$ cat config.mk
export PLATFORM = sky130hd
export DESIGN_NAME = rxp_cfg
export DESIGN_NICKNAME = d
export VERILOG_FILES = /design/src/design/rxp_cfg.v
export VERILOG_INCLUDE_DIRS = /design/src /design/src/design
export SDC_FILE = /design/constraint.sdc
export NUM_CORES = 1
export LEC_CHECK = 0
export BUFFER_PORTS_ARGS = -buffer_cell sky130_fd_sc_hd__buf_2
export CAP_MARGIN = 20
export CORE_UTILIZATION = 62
export CTS_BUF_LIST = sky130_fd_sc_hd__clkbuf_8
export DETAILED_ROUTE_END_ITERATION = 16
export GPL_TIMING_DRIVEN = 0
export PLACE_DENSITY = 0.85
export SETUP_SLACK_MARGIN = 0.2
export SKIP_LAST_GASP = 1
export SLEW_MARGIN = 20
export SYNTH_ARGS = -nofsm -noshare
export SYNTH_HDL_FRONTEND = slang
export SYNTH_SLANG_ARGS = --single-unit
$ cat constraint.sdc
create_clock -name core_clk -period 8.7 [get_ports core_clk]
set_clock_uncertainty 0.15 [all_clocks]
set_input_delay 2.175 -clock core_clk [delete_from_list [all_inputs] [get_ports core_clk]]
set_output_delay 2.175 -clock core_clk [all_outputs]
set_load 0.01 [all_outputs]
$ cat src/design/rxp_cfg_map.vh
`ifndef RXP_CFG_MAP_VH
`define RXP_CFG_MAP_VH

// register offsets
`define RXP_OFF_PORT_SEL      8'h4C
`define RXP_OFF_TGT_ID6       8'h5D
`define RXP_OFF_TGT_ID7       8'h5E
`define RXP_OFF_ALIAS6        8'h6B
`define RXP_OFF_ALIAS7        8'h6C
`define RXP_OFF_PORT_CFG      8'h6D
`define RXP_OFF_BC_GPIO0      8'h6E

// reset values
`define RXP_RST_PORT_SEL      8'h10
`define RXP_RST_TGT_ID        8'h00
`define RXP_RST_ALIAS         8'h00
`define RXP_RST_PORT_CFG_HI   6'h1E
`define RXP_RST_BC_GPIO       8'h88

// port select fields
`define RXP_PSEL_RD_LSB       0
`define RXP_PSEL_WR_LSB       4

// alias register fields
`define RXP_ALIAS_ADDR_MSB    7
`define RXP_ALIAS_ADDR_LSB    1
`define RXP_ALIAS_ACK_BIT     0

// port config fields
`define RXP_CFG_WAIT_FS1_BIT  7
`define RXP_CFG_WAIT_FS_BIT   6
`define RXP_CFG_FWD_CKSUM_BIT 5
`define RXP_CFG_FWD_ECC_BIT   4
`define RXP_CFG_LEN_LINE_BIT  3
`define RXP_CFG_MODE_MSB      1
`define RXP_CFG_MODE_LSB      0

// link input modes
`define RXP_MODE_CSI2         2'h0
`define RXP_MODE_RAW12_LF     2'h1
`define RXP_MODE_RAW12_HF     2'h2
`define RXP_MODE_RAW10        2'h3

// back-channel source codes
`define RXP_BC_CONST0         4'h8
`define RXP_BC_CONST1         4'h9
`define RXP_BC_FSYNC          4'hA

// frame count that releases the first-frame wait
`define RXP_FIRST_FRAME_CNT   16'h0001

`endif

$ cat src/design/rxp_cfg.v
`timescale 1ns/1ps
`default_nettype none
`include "rxp_cfg_map.vh"

// Overview of operation
// - each slot holds 7-bit alias; matching I2C address remapped to slot target ID.
// - alias field of zero disables that slot; no forwarding through it.
// - auto-ack bit set acknowledges every write to that target, lock-independent.
// - every receive port keeps its own copy; port select chooses accessed copy.
// - wait-first-frame bit rejects packets until Frame Start with count 1.
// - wait-frame-start bit rejects packets until any Frame Start arrives.
// - checksum-errored packets forwarded when bit 5 set, dropped when clear.
// - header-ECC-errored packets forwarded when bit 4 set, dropped when clear.
// - in RAW modes both wait bits and checksum bit are ignored.
// - RAW mode bit 3 set discards truncated first line, clear forwards it.
// - CSI-2 mode bit 3 set forwards length-errored packets, clear drops them.
// - two-bit input mode loads from strap on the first edge after reset release, writable afterwards.
// - select code with MSB 0 sends local pin GPIOx, x from low bits.
// - codes 1000 zero, 1001 one, 1010 frame sync; higher codes reserved.
// - GPIO1 selector bits 7:4, GPIO0 bits 3:0, each resetting to 0x8.
module rxp_cfg #(
	parameter NUM_PORTS = 4,
	parameter DATA_W    = 8
) (
	input  wire                     core_clk,
	input  wire                     rstn,
	input  wire [2*NUM_PORTS-1:0]   mode_strap,
	input  wire                     reg_wr,
	input  wire                     reg_rd,
	input  wire [7:0]               reg_addr,
	input  wire [7:0]               reg_wdata,
	output reg  [7:0]               reg_rdata_r,
	output reg                      reg_rvalid_r,
	input  wire                     i2c_addr_vld,
	input  wire [6:0]               i2c_addr,
	input  wire                     i2c_is_write,
	output reg                      fwd_vld_r,
	output reg                      fwd_hit_r,
	output reg  [1:0]               fwd_port_r,
	output reg  [6:0]               fwd_addr_r,
	output reg                      auto_ack_r,
	input  wire                     pkt_valid,
	input  wire                     pkt_sop,
	input  wire                     pkt_eop,
	input  wire [1:0]               pkt_port,
	input  wire [DATA_W-1:0]        pkt_data,
	input  wire                     pkt_is_fs,
	input  wire [15:0]              pkt_frame_cnt,
	input  wire                     pkt_cksum_err,
	input  wire                     pkt_ecc_err,
	input  wire                     pkt_len_err,
	input  wire                     pkt_trunc_line,
	output reg                      out_valid_r,
	output reg                      out_sop_r,
	output reg                      out_eop_r,
	output reg  [1:0]               out_port_r,
	output reg  [DATA_W-1:0]        out_data_r,
	input  wire [7:0]               gpio_local,
	input  wire                     frame_sync_pulse,
	output reg  [2*NUM_PORTS-1:0]   bc_gpio_r
);

	// reset release through two flops, assertion stays asynchronous
	reg rst_meta_r;
	reg rst_n_r;
	always @(posedge core_clk or negedge rstn) begin
		if (!rstn) begin
			rst_meta_r <= 1'b0;
			rst_n_r    <= 1'b0;
		end else begin
			rst_meta_r <= 1'b1;
			rst_n_r    <= rst_meta_r;
		end
	end

	// per-port register copies, plus the shared port select and the strap-done flag
	reg [7:0] port_sel_r;
	reg [7:0] tgt_id6_r  [0:NUM_PORTS-1];
	reg [7:0] tgt_id7_r  [0:NUM_PORTS-1];
	reg [7:0] alias6_r   [0:NUM_PORTS-1];
	reg [7:0] alias7_r   [0:NUM_PORTS-1];
	reg [7:0] port_cfg_r [0:NUM_PORTS-1];
	reg [7:0] bc_gpio0_r [0:NUM_PORTS-1];
	reg       strap_done_r;

	wire [1:0]           rd_port  = port_sel_r[`RXP_PSEL_RD_LSB+1:`RXP_PSEL_RD_LSB];
	wire [NUM_PORTS-1:0] wr_mask  = port_sel_r[`RXP_PSEL_WR_LSB+NUM_PORTS-1:`RXP_PSEL_WR_LSB];

	// register writes fan out to every port enabled in the write mask
	integer wp;
	always @(posedge core_clk or negedge rst_n_r) begin
		if (!rst_n_r) begin
			port_sel_r   <= `RXP_RST_PORT_SEL;
			strap_done_r <= 1'b0;
			for (wp = 0; wp < NUM_PORTS; wp = wp + 1) begin
				tgt_id6_r[wp]  <= `RXP_RST_TGT_ID;
				tgt_id7_r[wp]  <= `RXP_RST_TGT_ID;
				alias6_r[wp]   <= `RXP_RST_ALIAS;
				alias7_r[wp]   <= `RXP_RST_ALIAS;
				port_cfg_r[wp] <= {`RXP_RST_PORT_CFG_HI, 2'h0};
				bc_gpio0_r[wp] <= `RXP_RST_BC_GPIO;
			end
		end else begin
			strap_done_r <= 1'b1;
			// strap caught on the first edge after release, not by the reset itself
			if (!strap_done_r) begin
				for (wp = 0; wp < NUM_PORTS; wp = wp + 1) begin
					port_cfg_r[wp][`RXP_CFG_MODE_MSB:`RXP_CFG_MODE_LSB] <= mode_strap[2*wp +: 2];
				end
			end else if (reg_wr) begin
				if (reg_addr == `RXP_OFF_PORT_SEL) begin
					port_sel_r <= reg_wdata;
				end
				for (wp = 0; wp < NUM_PORTS; wp = wp + 1) begin
					if (wr_mask[wp]) begin
						case (reg_addr)
							`RXP_OFF_TGT_ID6: tgt_id6_r[wp] <= {1'b0, reg_wdata[6:0]};
							`RXP_OFF_TGT_ID7: tgt_id7_r[wp] <= {1'b0, reg_wdata[6:0]};
							`RXP_OFF_ALIAS6: alias6_r[wp] <= reg_wdata;
							`RXP_OFF_ALIAS7: alias7_r[wp] <= reg_wdata;
							// bit 2 is reserved and stays zero
							`RXP_OFF_PORT_CFG: port_cfg_r[wp] <= {reg_wdata[7:3], 1'b0, reg_wdata[1:0]};
							`RXP_OFF_BC_GPIO0: bc_gpio0_r[wp] <= reg_wdata;
							default: ;
						endcase
					end
				end
			end
		end
	end

	// read data from the port chosen by the read index, unmapped reads zero
	always @(posedge core_clk or negedge rst_n_r) begin
		if (!rst_n_r) begin
			reg_rdata_r  <= 8'h00;
			reg_rvalid_r <= 1'b0;
		end else begin
			reg_rvalid_r <= reg_rd;
			if (reg_rd) begin
				case (reg_addr)
					`RXP_OFF_PORT_SEL: reg_rdata_r <= port_sel_r;
					`RXP_OFF_TGT_ID6:  reg_rdata_r <= tgt_id6_r[rd_port];
					`RXP_OFF_TGT_ID7:  reg_rdata_r <= tgt_id7_r[rd_port];
					`RXP_OFF_ALIAS6:   reg_rdata_r <= alias6_r[rd_port];
					`RXP_OFF_ALIAS7:   reg_rdata_r <= alias7_r[rd_port];
					`RXP_OFF_PORT_CFG: reg_rdata_r <= port_cfg_r[rd_port];
					`RXP_OFF_BC_GPIO0: reg_rdata_r <= bc_gpio0_r[rd_port];
					default:           reg_rdata_r <= 8'h00;
				endcase
			end
		end
	end

	// alias search: lowest port first, slot 6 before slot 7
	reg       hit_nxt;
	reg [1:0] hit_port_nxt;
	reg [6:0] hit_addr_nxt;
	reg       hit_ack_nxt;
	integer   ap;
	always @* begin
		hit_nxt      = 1'b0;
		hit_port_nxt = 2'h0;
		hit_addr_nxt = 7'h00;
		hit_ack_nxt  = 1'b0;
		for (ap = NUM_PORTS - 1; ap >= 0; ap = ap - 1) begin
			// a zero alias never matches, which closes the slot
			if (alias7_r[ap][7:1] != 7'h00 && alias7_r[ap][7:1] == i2c_addr) begin
				hit_nxt      = 1'b1;
				hit_port_nxt = ap[1:0];
				hit_addr_nxt = tgt_id7_r[ap][6:0];
				hit_ack_nxt  = alias7_r[ap][`RXP_ALIAS_ACK_BIT];
			end
			if (alias6_r[ap][7:1] != 7'h00 && alias6_r[ap][7:1] == i2c_addr) begin
				hit_nxt      = 1'b1;
				hit_port_nxt = ap[1:0];
				hit_addr_nxt = tgt_id6_r[ap][6:0];
				hit_ack_nxt  = alias6_r[ap][`RXP_ALIAS_ACK_BIT];
			end
		end
	end

	// remap result, one cycle after the address is offered
	always @(posedge core_clk or negedge rst_n_r) begin
		if (!rst_n_r) begin
			fwd_vld_r  <= 1'b0;
			fwd_hit_r  <= 1'b0;
			fwd_port_r <= 2'h0;
			fwd_addr_r <= 7'h00;
			auto_ack_r <= 1'b0;
		end else begin
			fwd_vld_r <= i2c_addr_vld;
			if (i2c_addr_vld) begin
				fwd_hit_r  <= hit_nxt;
				fwd_port_r <= hit_port_nxt;
				fwd_addr_r <= hit_addr_nxt;
				// no link-lock term here on purpose: the ack must not depend on it
				auto_ack_r <= hit_nxt & hit_ack_nxt & i2c_is_write;
			end else begin
				auto_ack_r <= 1'b0;
			end
		end
	end

	// admission decision for the packet starting now
	wire [7:0] cfg_cur = port_cfg_r[pkt_port];
	wire       raw_mode = (cfg_cur[`RXP_CFG_MODE_MSB:`RXP_CFG_MODE_LSB] != `RXP_MODE_CSI2);
	wire       is_fs1   = pkt_is_fs && (pkt_frame_cnt == `RXP_FIRST_FRAME_CNT);
	reg  [NUM_PORTS-1:0] seen_fs_r;
	reg  [NUM_PORTS-1:0] seen_fs1_r;
	reg        admit_nxt;
	always @* begin
		admit_nxt = 1'b1;
		if (raw_mode) begin
			// wait and checksum bits have no say here
			if (pkt_trunc_line && cfg_cur[`RXP_CFG_LEN_LINE_BIT])
				admit_nxt = 1'b0;
		end else begin
			if (cfg_cur[`RXP_CFG_WAIT_FS1_BIT] && !seen_fs1_r[pkt_port] && !is_fs1)
				admit_nxt = 1'b0;
			if (cfg_cur[`RXP_CFG_WAIT_FS_BIT] && !seen_fs_r[pkt_port] && !pkt_is_fs)
				admit_nxt = 1'b0;
			if (pkt_cksum_err && !cfg_cur[`RXP_CFG_FWD_CKSUM_BIT])
				admit_nxt = 1'b0;
			if (pkt_len_err && !cfg_cur[`RXP_CFG_LEN_LINE_BIT])
				admit_nxt = 1'b0;
		end
		if (pkt_ecc_err && !cfg_cur[`RXP_CFG_FWD_ECC_BIT])
			admit_nxt = 1'b0;
	end

	// decision taken at start of packet and held to its end, so drops are whole
	reg pass_r;
	always @(posedge core_clk or negedge rst_n_r) begin
		if (!rst_n_r) begin
			pass_r      <= 1'b0;
			seen_fs_r   <= {NUM_PORTS{1'b0}};
			seen_fs1_r  <= {NUM_PORTS{1'b0}};
			out_valid_r <= 1'b0;
			out_sop_r   <= 1'b0;
			out_eop_r   <= 1'b0;
			out_port_r  <= 2'h0;
			out_data_r  <= {DATA_W{1'b0}};
		end else begin
			out_valid_r <= 1'b0;
			out_sop_r   <= 1'b0;
			out_eop_r   <= 1'b0;
			if (pkt_valid && pkt_sop) begin
				pass_r <= admit_nxt & ~pkt_eop;
				if (pkt_is_fs)
					seen_fs_r[pkt_port] <= 1'b1;
				if (is_fs1)
					seen_fs1_r[pkt_port] <= 1'b1;
				if (admit_nxt) begin
					out_valid_r <= 1'b1;
					out_sop_r   <= 1'b1;
					out_eop_r   <= pkt_eop;
					out_port_r  <= pkt_port;
					out_data_r  <= pkt_data;
				end
			end else if (pkt_valid && pass_r) begin
				// beats pass unchanged; a late error flag cannot cut a packet short
				out_valid_r <= 1'b1;
				out_eop_r   <= pkt_eop;
				out_data_r  <= pkt_data;
				if (pkt_eop)
					pass_r <= 1'b0;
			end else if (pkt_valid && pkt_eop) begin
				pass_r <= 1'b0;
			end
		end
	end

	// back-channel source per port; reserved codes send zero
	function bc_src;
		input [3:0] sel;
		input [7:0] pins;
		input       fsync;
		begin
			if (!sel[3])
				bc_src = pins[sel[2:0]];
			else if (sel == `RXP_BC_CONST1)
				bc_src = 1'b1;
			else if (sel == `RXP_BC_FSYNC)
				bc_src = fsync;
			else
				bc_src = 1'b0;
		end
	endfunction

	integer gp;
	always @(posedge core_clk or negedge rst_n_r) begin
		if (!rst_n_r) begin
			bc_gpio_r <= {2*NUM_PORTS{1'b0}};
		end else begin
			for (gp = 0; gp < NUM_PORTS; gp = gp + 1) begin
				bc_gpio_r[2*gp]   <= bc_src(bc_gpio0_r[gp][3:0], gpio_local, frame_sync_pulse);
				bc_gpio_r[2*gp+1] <= bc_src(bc_gpio0_r[gp][7:4], gpio_local, frame_sync_pulse);
			end
		end
	end

endmodule
`default_nettype wire

After elaboration in Yosys (flattened, before gate mapping)

Cells that the tools add are included.

Add/subtract/negate cells: 0
$mul: 0
Divide/modulo/power cells: 0
Magnitude comparators: 12
Equality and inequality tests: 40
Shifts and indexed selects: 0
Muxes and demuxes: 135
Bitwise gates (word level): 8
Reduce and logical (&&, ||, !) cells: 73

Operators by type and width:

| operator            | count |
|---|---|
| $mux 8              | 23 |
| $bmux 8 s2          | 7 |
| $reduce_and 4->1    | 24 |
| $mux 1              | 70 |
| $eq 4x4->1 const B  | 16 |
| $eq 7x7->1          | 8 |
| $eq 8x7->1 const B  | 7 |
| $mux 7              | 8 |
| $pmux 8 s7          | 1 |
| $reduce_bool 7->1   | 8 |
| $lt 3x4->1 const B  | 8 |
| $mux 2              | 14 |
| $mux 26             | 1 |
| $bmux 1 s3          | 8 |
| $logic_and 1x1->1   | 21 |
| $eq 16x1->1 const B | 1 |
| $reduce_and 3->1    | 5 |
| $ne 2x2->1 const B  | 6 |
| $reduce_and 2->1    | 5 |
| $or 4x4->4          | 2 |
| $logic_not 1->1     | 7 |
| $ge 3x3->1 const B  | 2 |
| $not 2->3           | 2 |
| $bmux 1 s2          | 2 |
| 9 further kinds     | 12 |

Register bits: 242
Latch bits: 0
Memory bits (writable): 0
Memory bits (read-only): 0
Input bits: 80
Word-level logic and storage cells: 316
Memories: 0

Longest topological paths before layout

Word-level depth: 14
Gate-level depth with buffers: 9
Depth with buffers taken out: 6

Worst setup path before layout

OpenSTA, ideal clock, no wires.

Path kind: in2reg
Start point: input pkt_port[0]
End point: register out_data_r[0]
Arrival: 3825 ps
Data required time: 8425 ps
Setup slack: 4600 ps
Cell stages on the path: 7
Buffers on the path: 1
Path through: buf_6 inv_2 mux4_2 o31ai_2 a311oi_4 o22ai_4 mux2_4

Longest elaborated chain between the ends: 14

Ends and longest elaborated chain:

| what                                      | RTL line      | RTL |
|---|---|---|
| start: declaration                        | rxp_cfg.v:45  | `input wire [1:0] pkt_port,` |
| $not 2->3 (implied by the code)           | rxp_cfg.v:205 | `wire [7:0] cfg_cur = port_cfg_r[pkt_port];` |
| $bmux 8 s2                                | rxp_cfg.v:205 |  |
| $mux 8 (implied by the code) (2 in a row) | rxp_cfg.v:205 |  |
| $logic_and 1x1->1 (2 in a row)            | rxp_cfg.v:218 | `` if (cfg_cur[`RXP_CFG_WAIT_FS1_BIT] && !seen_fs1_r[pkt_port] && !is_fs1) `` |
| $mux 1                                    | rxp_cfg.v:218 |  |
| $mux 1                                    | rxp_cfg.v:220 | `` if (cfg_cur[`RXP_CFG_WAIT_FS_BIT] && !seen_fs_r[pkt_port] && !pkt_is_fs) `` |
| $mux 1                                    | rxp_cfg.v:222 | `` if (pkt_cksum_err && !cfg_cur[`RXP_CFG_FWD_CKSUM_BIT]) `` |
| $mux 1                                    | rxp_cfg.v:224 | `` if (pkt_len_err && !cfg_cur[`RXP_CFG_LEN_LINE_BIT]) `` |
| $mux 1                                    | rxp_cfg.v:213 | `if (raw_mode) begin` |
| $mux 1 *                                  | rxp_cfg.v:227 | `` if (pkt_ecc_err && !cfg_cur[`RXP_CFG_FWD_ECC_BIT]) `` |
| $ne 2x2->1 (no line) *                    | -             |  |
| $reduce_and 2->1 (no line) *              | -             |  |
| end signal: assignment                    | rxp_cfg.v:242 | `out_data_r <= {DATA_W{1'b0}};` |
| end signal: assignment                    | rxp_cfg.v:258 | `out_data_r <= pkt_data;` |
| end signal: assignment                    | rxp_cfg.v:264 | `out_data_r <= pkt_data;` |
| end: declaration                          | rxp_cfg.v:57  | `output reg [DATA_W-1:0] out_data_r,` |

Every way passes the cells marked *; elsewhere a longest branch is shown, timed or not. The select of a mux whose other input is x is not followed.
A chain may end at the register's enable or synchronous reset.

Worst setup path in the final report

Start point: input i2c_addr[3]
End point: register fwd_addr_r[2]

Longest elaborated chain between the ends: 10

Ends and longest elaborated chain:

| what                   | RTL line      | RTL |
|---|---|---|
| start: declaration     | rxp_cfg.v:35  | `input wire [6:0] i2c_addr,` |
| $eq 7x7->1             | rxp_cfg.v:167 | `if (alias7_r[ap][7:1] != 7'h00 && alias7_r[ap][7:1] == i2c_addr) begin` |
| $logic_and 1x1->1      | rxp_cfg.v:167 |  |
| $mux 7                 | rxp_cfg.v:167 |  |
| $mux 7                 | rxp_cfg.v:173 | `if (alias6_r[ap][7:1] != 7'h00 && alias6_r[ap][7:1] == i2c_addr) begin` |
| $mux 7                 | rxp_cfg.v:167 |  |
| $mux 7                 | rxp_cfg.v:173 |  |
| $mux 7                 | rxp_cfg.v:167 |  |
| $mux 7                 | rxp_cfg.v:173 |  |
| $mux 7                 | rxp_cfg.v:167 |  |
| $mux 7 *               | rxp_cfg.v:173 |  |
| end signal: assignment | rxp_cfg.v:195 | `fwd_addr_r <= hit_addr_nxt;` |
| end: declaration       | rxp_cfg.v:40  | `output reg [6:0] fwd_addr_r,` |

Every way passes the cells marked *; elsewhere a longest branch is shown, timed or not.

==> run metrics <==
Max Fclk=0.2160 GHz; share of layout cells above drive strength 1=40.31%; clk slew on worst S/H paths=60 ps; RR Endpoint=reg_rdata_r[2]; max cap viols=0; Final Slew Violations=0; RSZ-0062 raised after global routing=false; Synth area leader=dfrtp_1; fin crit period=4630 ps; reg2reg path depth=7; Cell Count, Final, Fillers Out=1489; most numerous cell on the critical path=buf_2; share of the synthesized area in the top cell type=41.46%; via count of the first global-routing pass=10.43k; worst path arrival time=4920 ps; Rows=52; Yosys cell types=75; cell count after synthesis=1022; Worst-Skew Late Latency=560 ps; Num CTS Buffers=42; DRC viols=0; CTS Buffer Depth=3; DRT Pass-1 Iters=6; Core Region=0.02049 mm²; antenna-violating nets left=0; H-tree levels=2; worst relative slew slack=22.95%; leakage=6.667 nW; VDD IR max=0.1110 mV; Synth Warn #=0; Final setup viols=0; Initial Utilization=63.91%; TritonCTS clock tree=built; largest net degree at the start of global routing=61; Worst setup SP type=input port; #FFs+latches synth=242; gr ovfl total=0; reg2reg start=port_sel_r[1]; crit share post-route=53.22%; post-synthesis sequential area ratio=46.47%; die extent in x=147.3 µm; P&R area growth vs syn=14.11%; Routed WL per cell=26.33 µm; root buffer cell=clkbuf_8; DP HPWL=27460 µm; GP Congestion=0.9640; Worst R2R Setup Slack=5490 ps; Sinks on Clock Net=242; critical path type=in2reg; die area=0.02171 mm²; count leader, synth=dfrtp_1; Hold WC Path Type=reg2async; I/O pins=122; Synth area leaders=dfrtp_1 41%, mux2_2 15%, mux4_2 11%; Async SR Flop Fraction=100.0%; Nets=1265; worst-path fanout max=10; DRT Wirelength=39200 µm; EDFF count, synth=0; dpl cells=1411; Final Hold Fails=0; Synth top cells by count=217 x dfrtp_1, 174 x mux2_2, 62 x mux4_2; Fin Setup TNS=0 ps; Via density=6.885; Synth Flop Type=dfrtp_1; Die Height=147.3 µm; status=finished, final reports clean; cts hold-fix bufs=0; Resize count post-CTS=0; syn avg cell area=12.82 µm²; postcts setup bufs=0; first-pass GRT wire length=60080 µm; Cell Chain, Critical Path=buf_2 -> xnor2_1 -> nand3_1 -> nor3_1 -> buf_2 -> nor2b_1 -> nand2_1 -> a31oi_1; Tightest Pin Transition=1149 ps; IO buf count=114; Setup crit end kind=flop; CP required=8990 ps; initial antenna violation count=1; Power Density=161.9 mW/mm²; CP max stage delay=780 ps; gr usage total=37.08%; synthesized cell area=0.01310 mm²; vias after detailed routing=10.25k; Crit-path slowest cell=nor3_1; Detailed Route Iter0 Violations=1236
## layout make-up
type | count | area, µm²
Sequential cell | 242 | 6091
Clock inverter | 25 | 98.84
Timing Repair Buffer | 118 | 680.7
Fill cell | 1390 | 5549
Tap cell | 270 | 337.8
Clock buffer | 52 | 715.7
Buffer | 57 | 284.0
Antenna cell | 1 | 2.502
Inverter | 26 | 97.59
Multi-Input combinational cell | 698 | 6638
## registers in the layout, indices dropped and copies added, names as in the netlist, 7 cells and up
| signal | count |
|---|---|
| out_data_r | 8 |
| bc_gpio_r | 8 |
| reg_rdata_r | 8 |
| tgt_id7_r | 28 |
| bc_gpio0_r | 32 |
| port_cfg_r | 28 |
| fwd_addr_r | 7 |
| alias6_r | 32 |
| port_sel_r | 8 |
| tgt_id6_r | 28 |
| alias7_r | 32 |
## cell families after synthesis
logic type | Yosys count | share of synthesized area, %
muxes | 262 | 27.93
AOI/OAI and AO/OA | 154 | 8.655
DFF | 242 | 46.47
buffers and inverters | 83 | 2.914
other | 1 | 0.02863
xor gates and xnor gates | 54 | 3.611
and+or+nand+nor | 226 | 10.38
## how the worst max path moves through the flow
| stage | startpoint | endpoint | slack (ps) | depth (start not counted) |
|---|---|---|---|---|
| floorplan | rst_n_r | alias6_r[0] | 1350 | 0 |
| global placement | rst_n_r | alias6_r[20] | -1140 | 0 |
| detailed placement | i2c_addr[1] | fwd_addr_r[5] | 3670 | 9 |
| CTS | i2c_addr[1] | fwd_addr_r[5] | 4190 | 9 |
| global route | i2c_addr[3] | fwd_addr_r[2] | 4050 | 8 |
| finish | i2c_addr[3] | fwd_addr_r[2] | 4070 | 8 |
## report_power, final
part / total [W] / internal [W] / switching [W]
Sequential: 0.00119 / 0.00116 / 0.0000231
Clock: 0.000998 / 0.000536 / 0.000462
Combinational: 0.000236 / 0.000102 / 0.000134
Total: 0.00242 / 0.00180 / 0.000619
## layer usage
metal	wire length (µm)	track usage, %
met5	13	0
met4	2215	19.74
met3	4545	11.02
met2	17860	55.71
met1	14570	48.86
## cells in the final DEF, fill, tap and decap left out, types with 28 or more instances in the layout
| master | n |
|---|---|
| buf_2 | 128 |
| nand3_1 | 28 |
| clkbuf_1 | 29 |
| dfrtp_1 | 216 |
| clkbuf_8 | 52 |
| xnor2_1 | 43 |
| nand2_1 | 47 |
| mux4_2 | 62 |
| nor2_1 | 31 |
| inv_1 | 48 |
| mux2_2 | 174 |
## per-stage QoR
stage               instance area [µm²]  setup slack (ps)  hold slack [ps]  power, W  util [%]
floorplan                         13100              1350            181.2  0.001337         -
global placement                  14010             -1143            189.9  0.001424     68.36
detailed placement                14130              3672            159.3  0.001436     68.94
CTS                               14940              4190            146.7  0.002420     72.91
global route                      14940              4050            170.2  0.002497     72.91
finish                            14950              4070            140.2  0.002420     72.92
## worst max-delay path: cells and delay by family
| kind | cells | cell delay [ps] |
|---|---|---|
| AO/OA/AOI/OAI | 1 | 250 |
| buffers and inverters | 2 | 690 |
| XOR/XNOR | 1 | 170 |
| AND/OR/NAND/NOR | 4 | 1640 |
No activity file was read; power rests on OpenSTA's default activity.
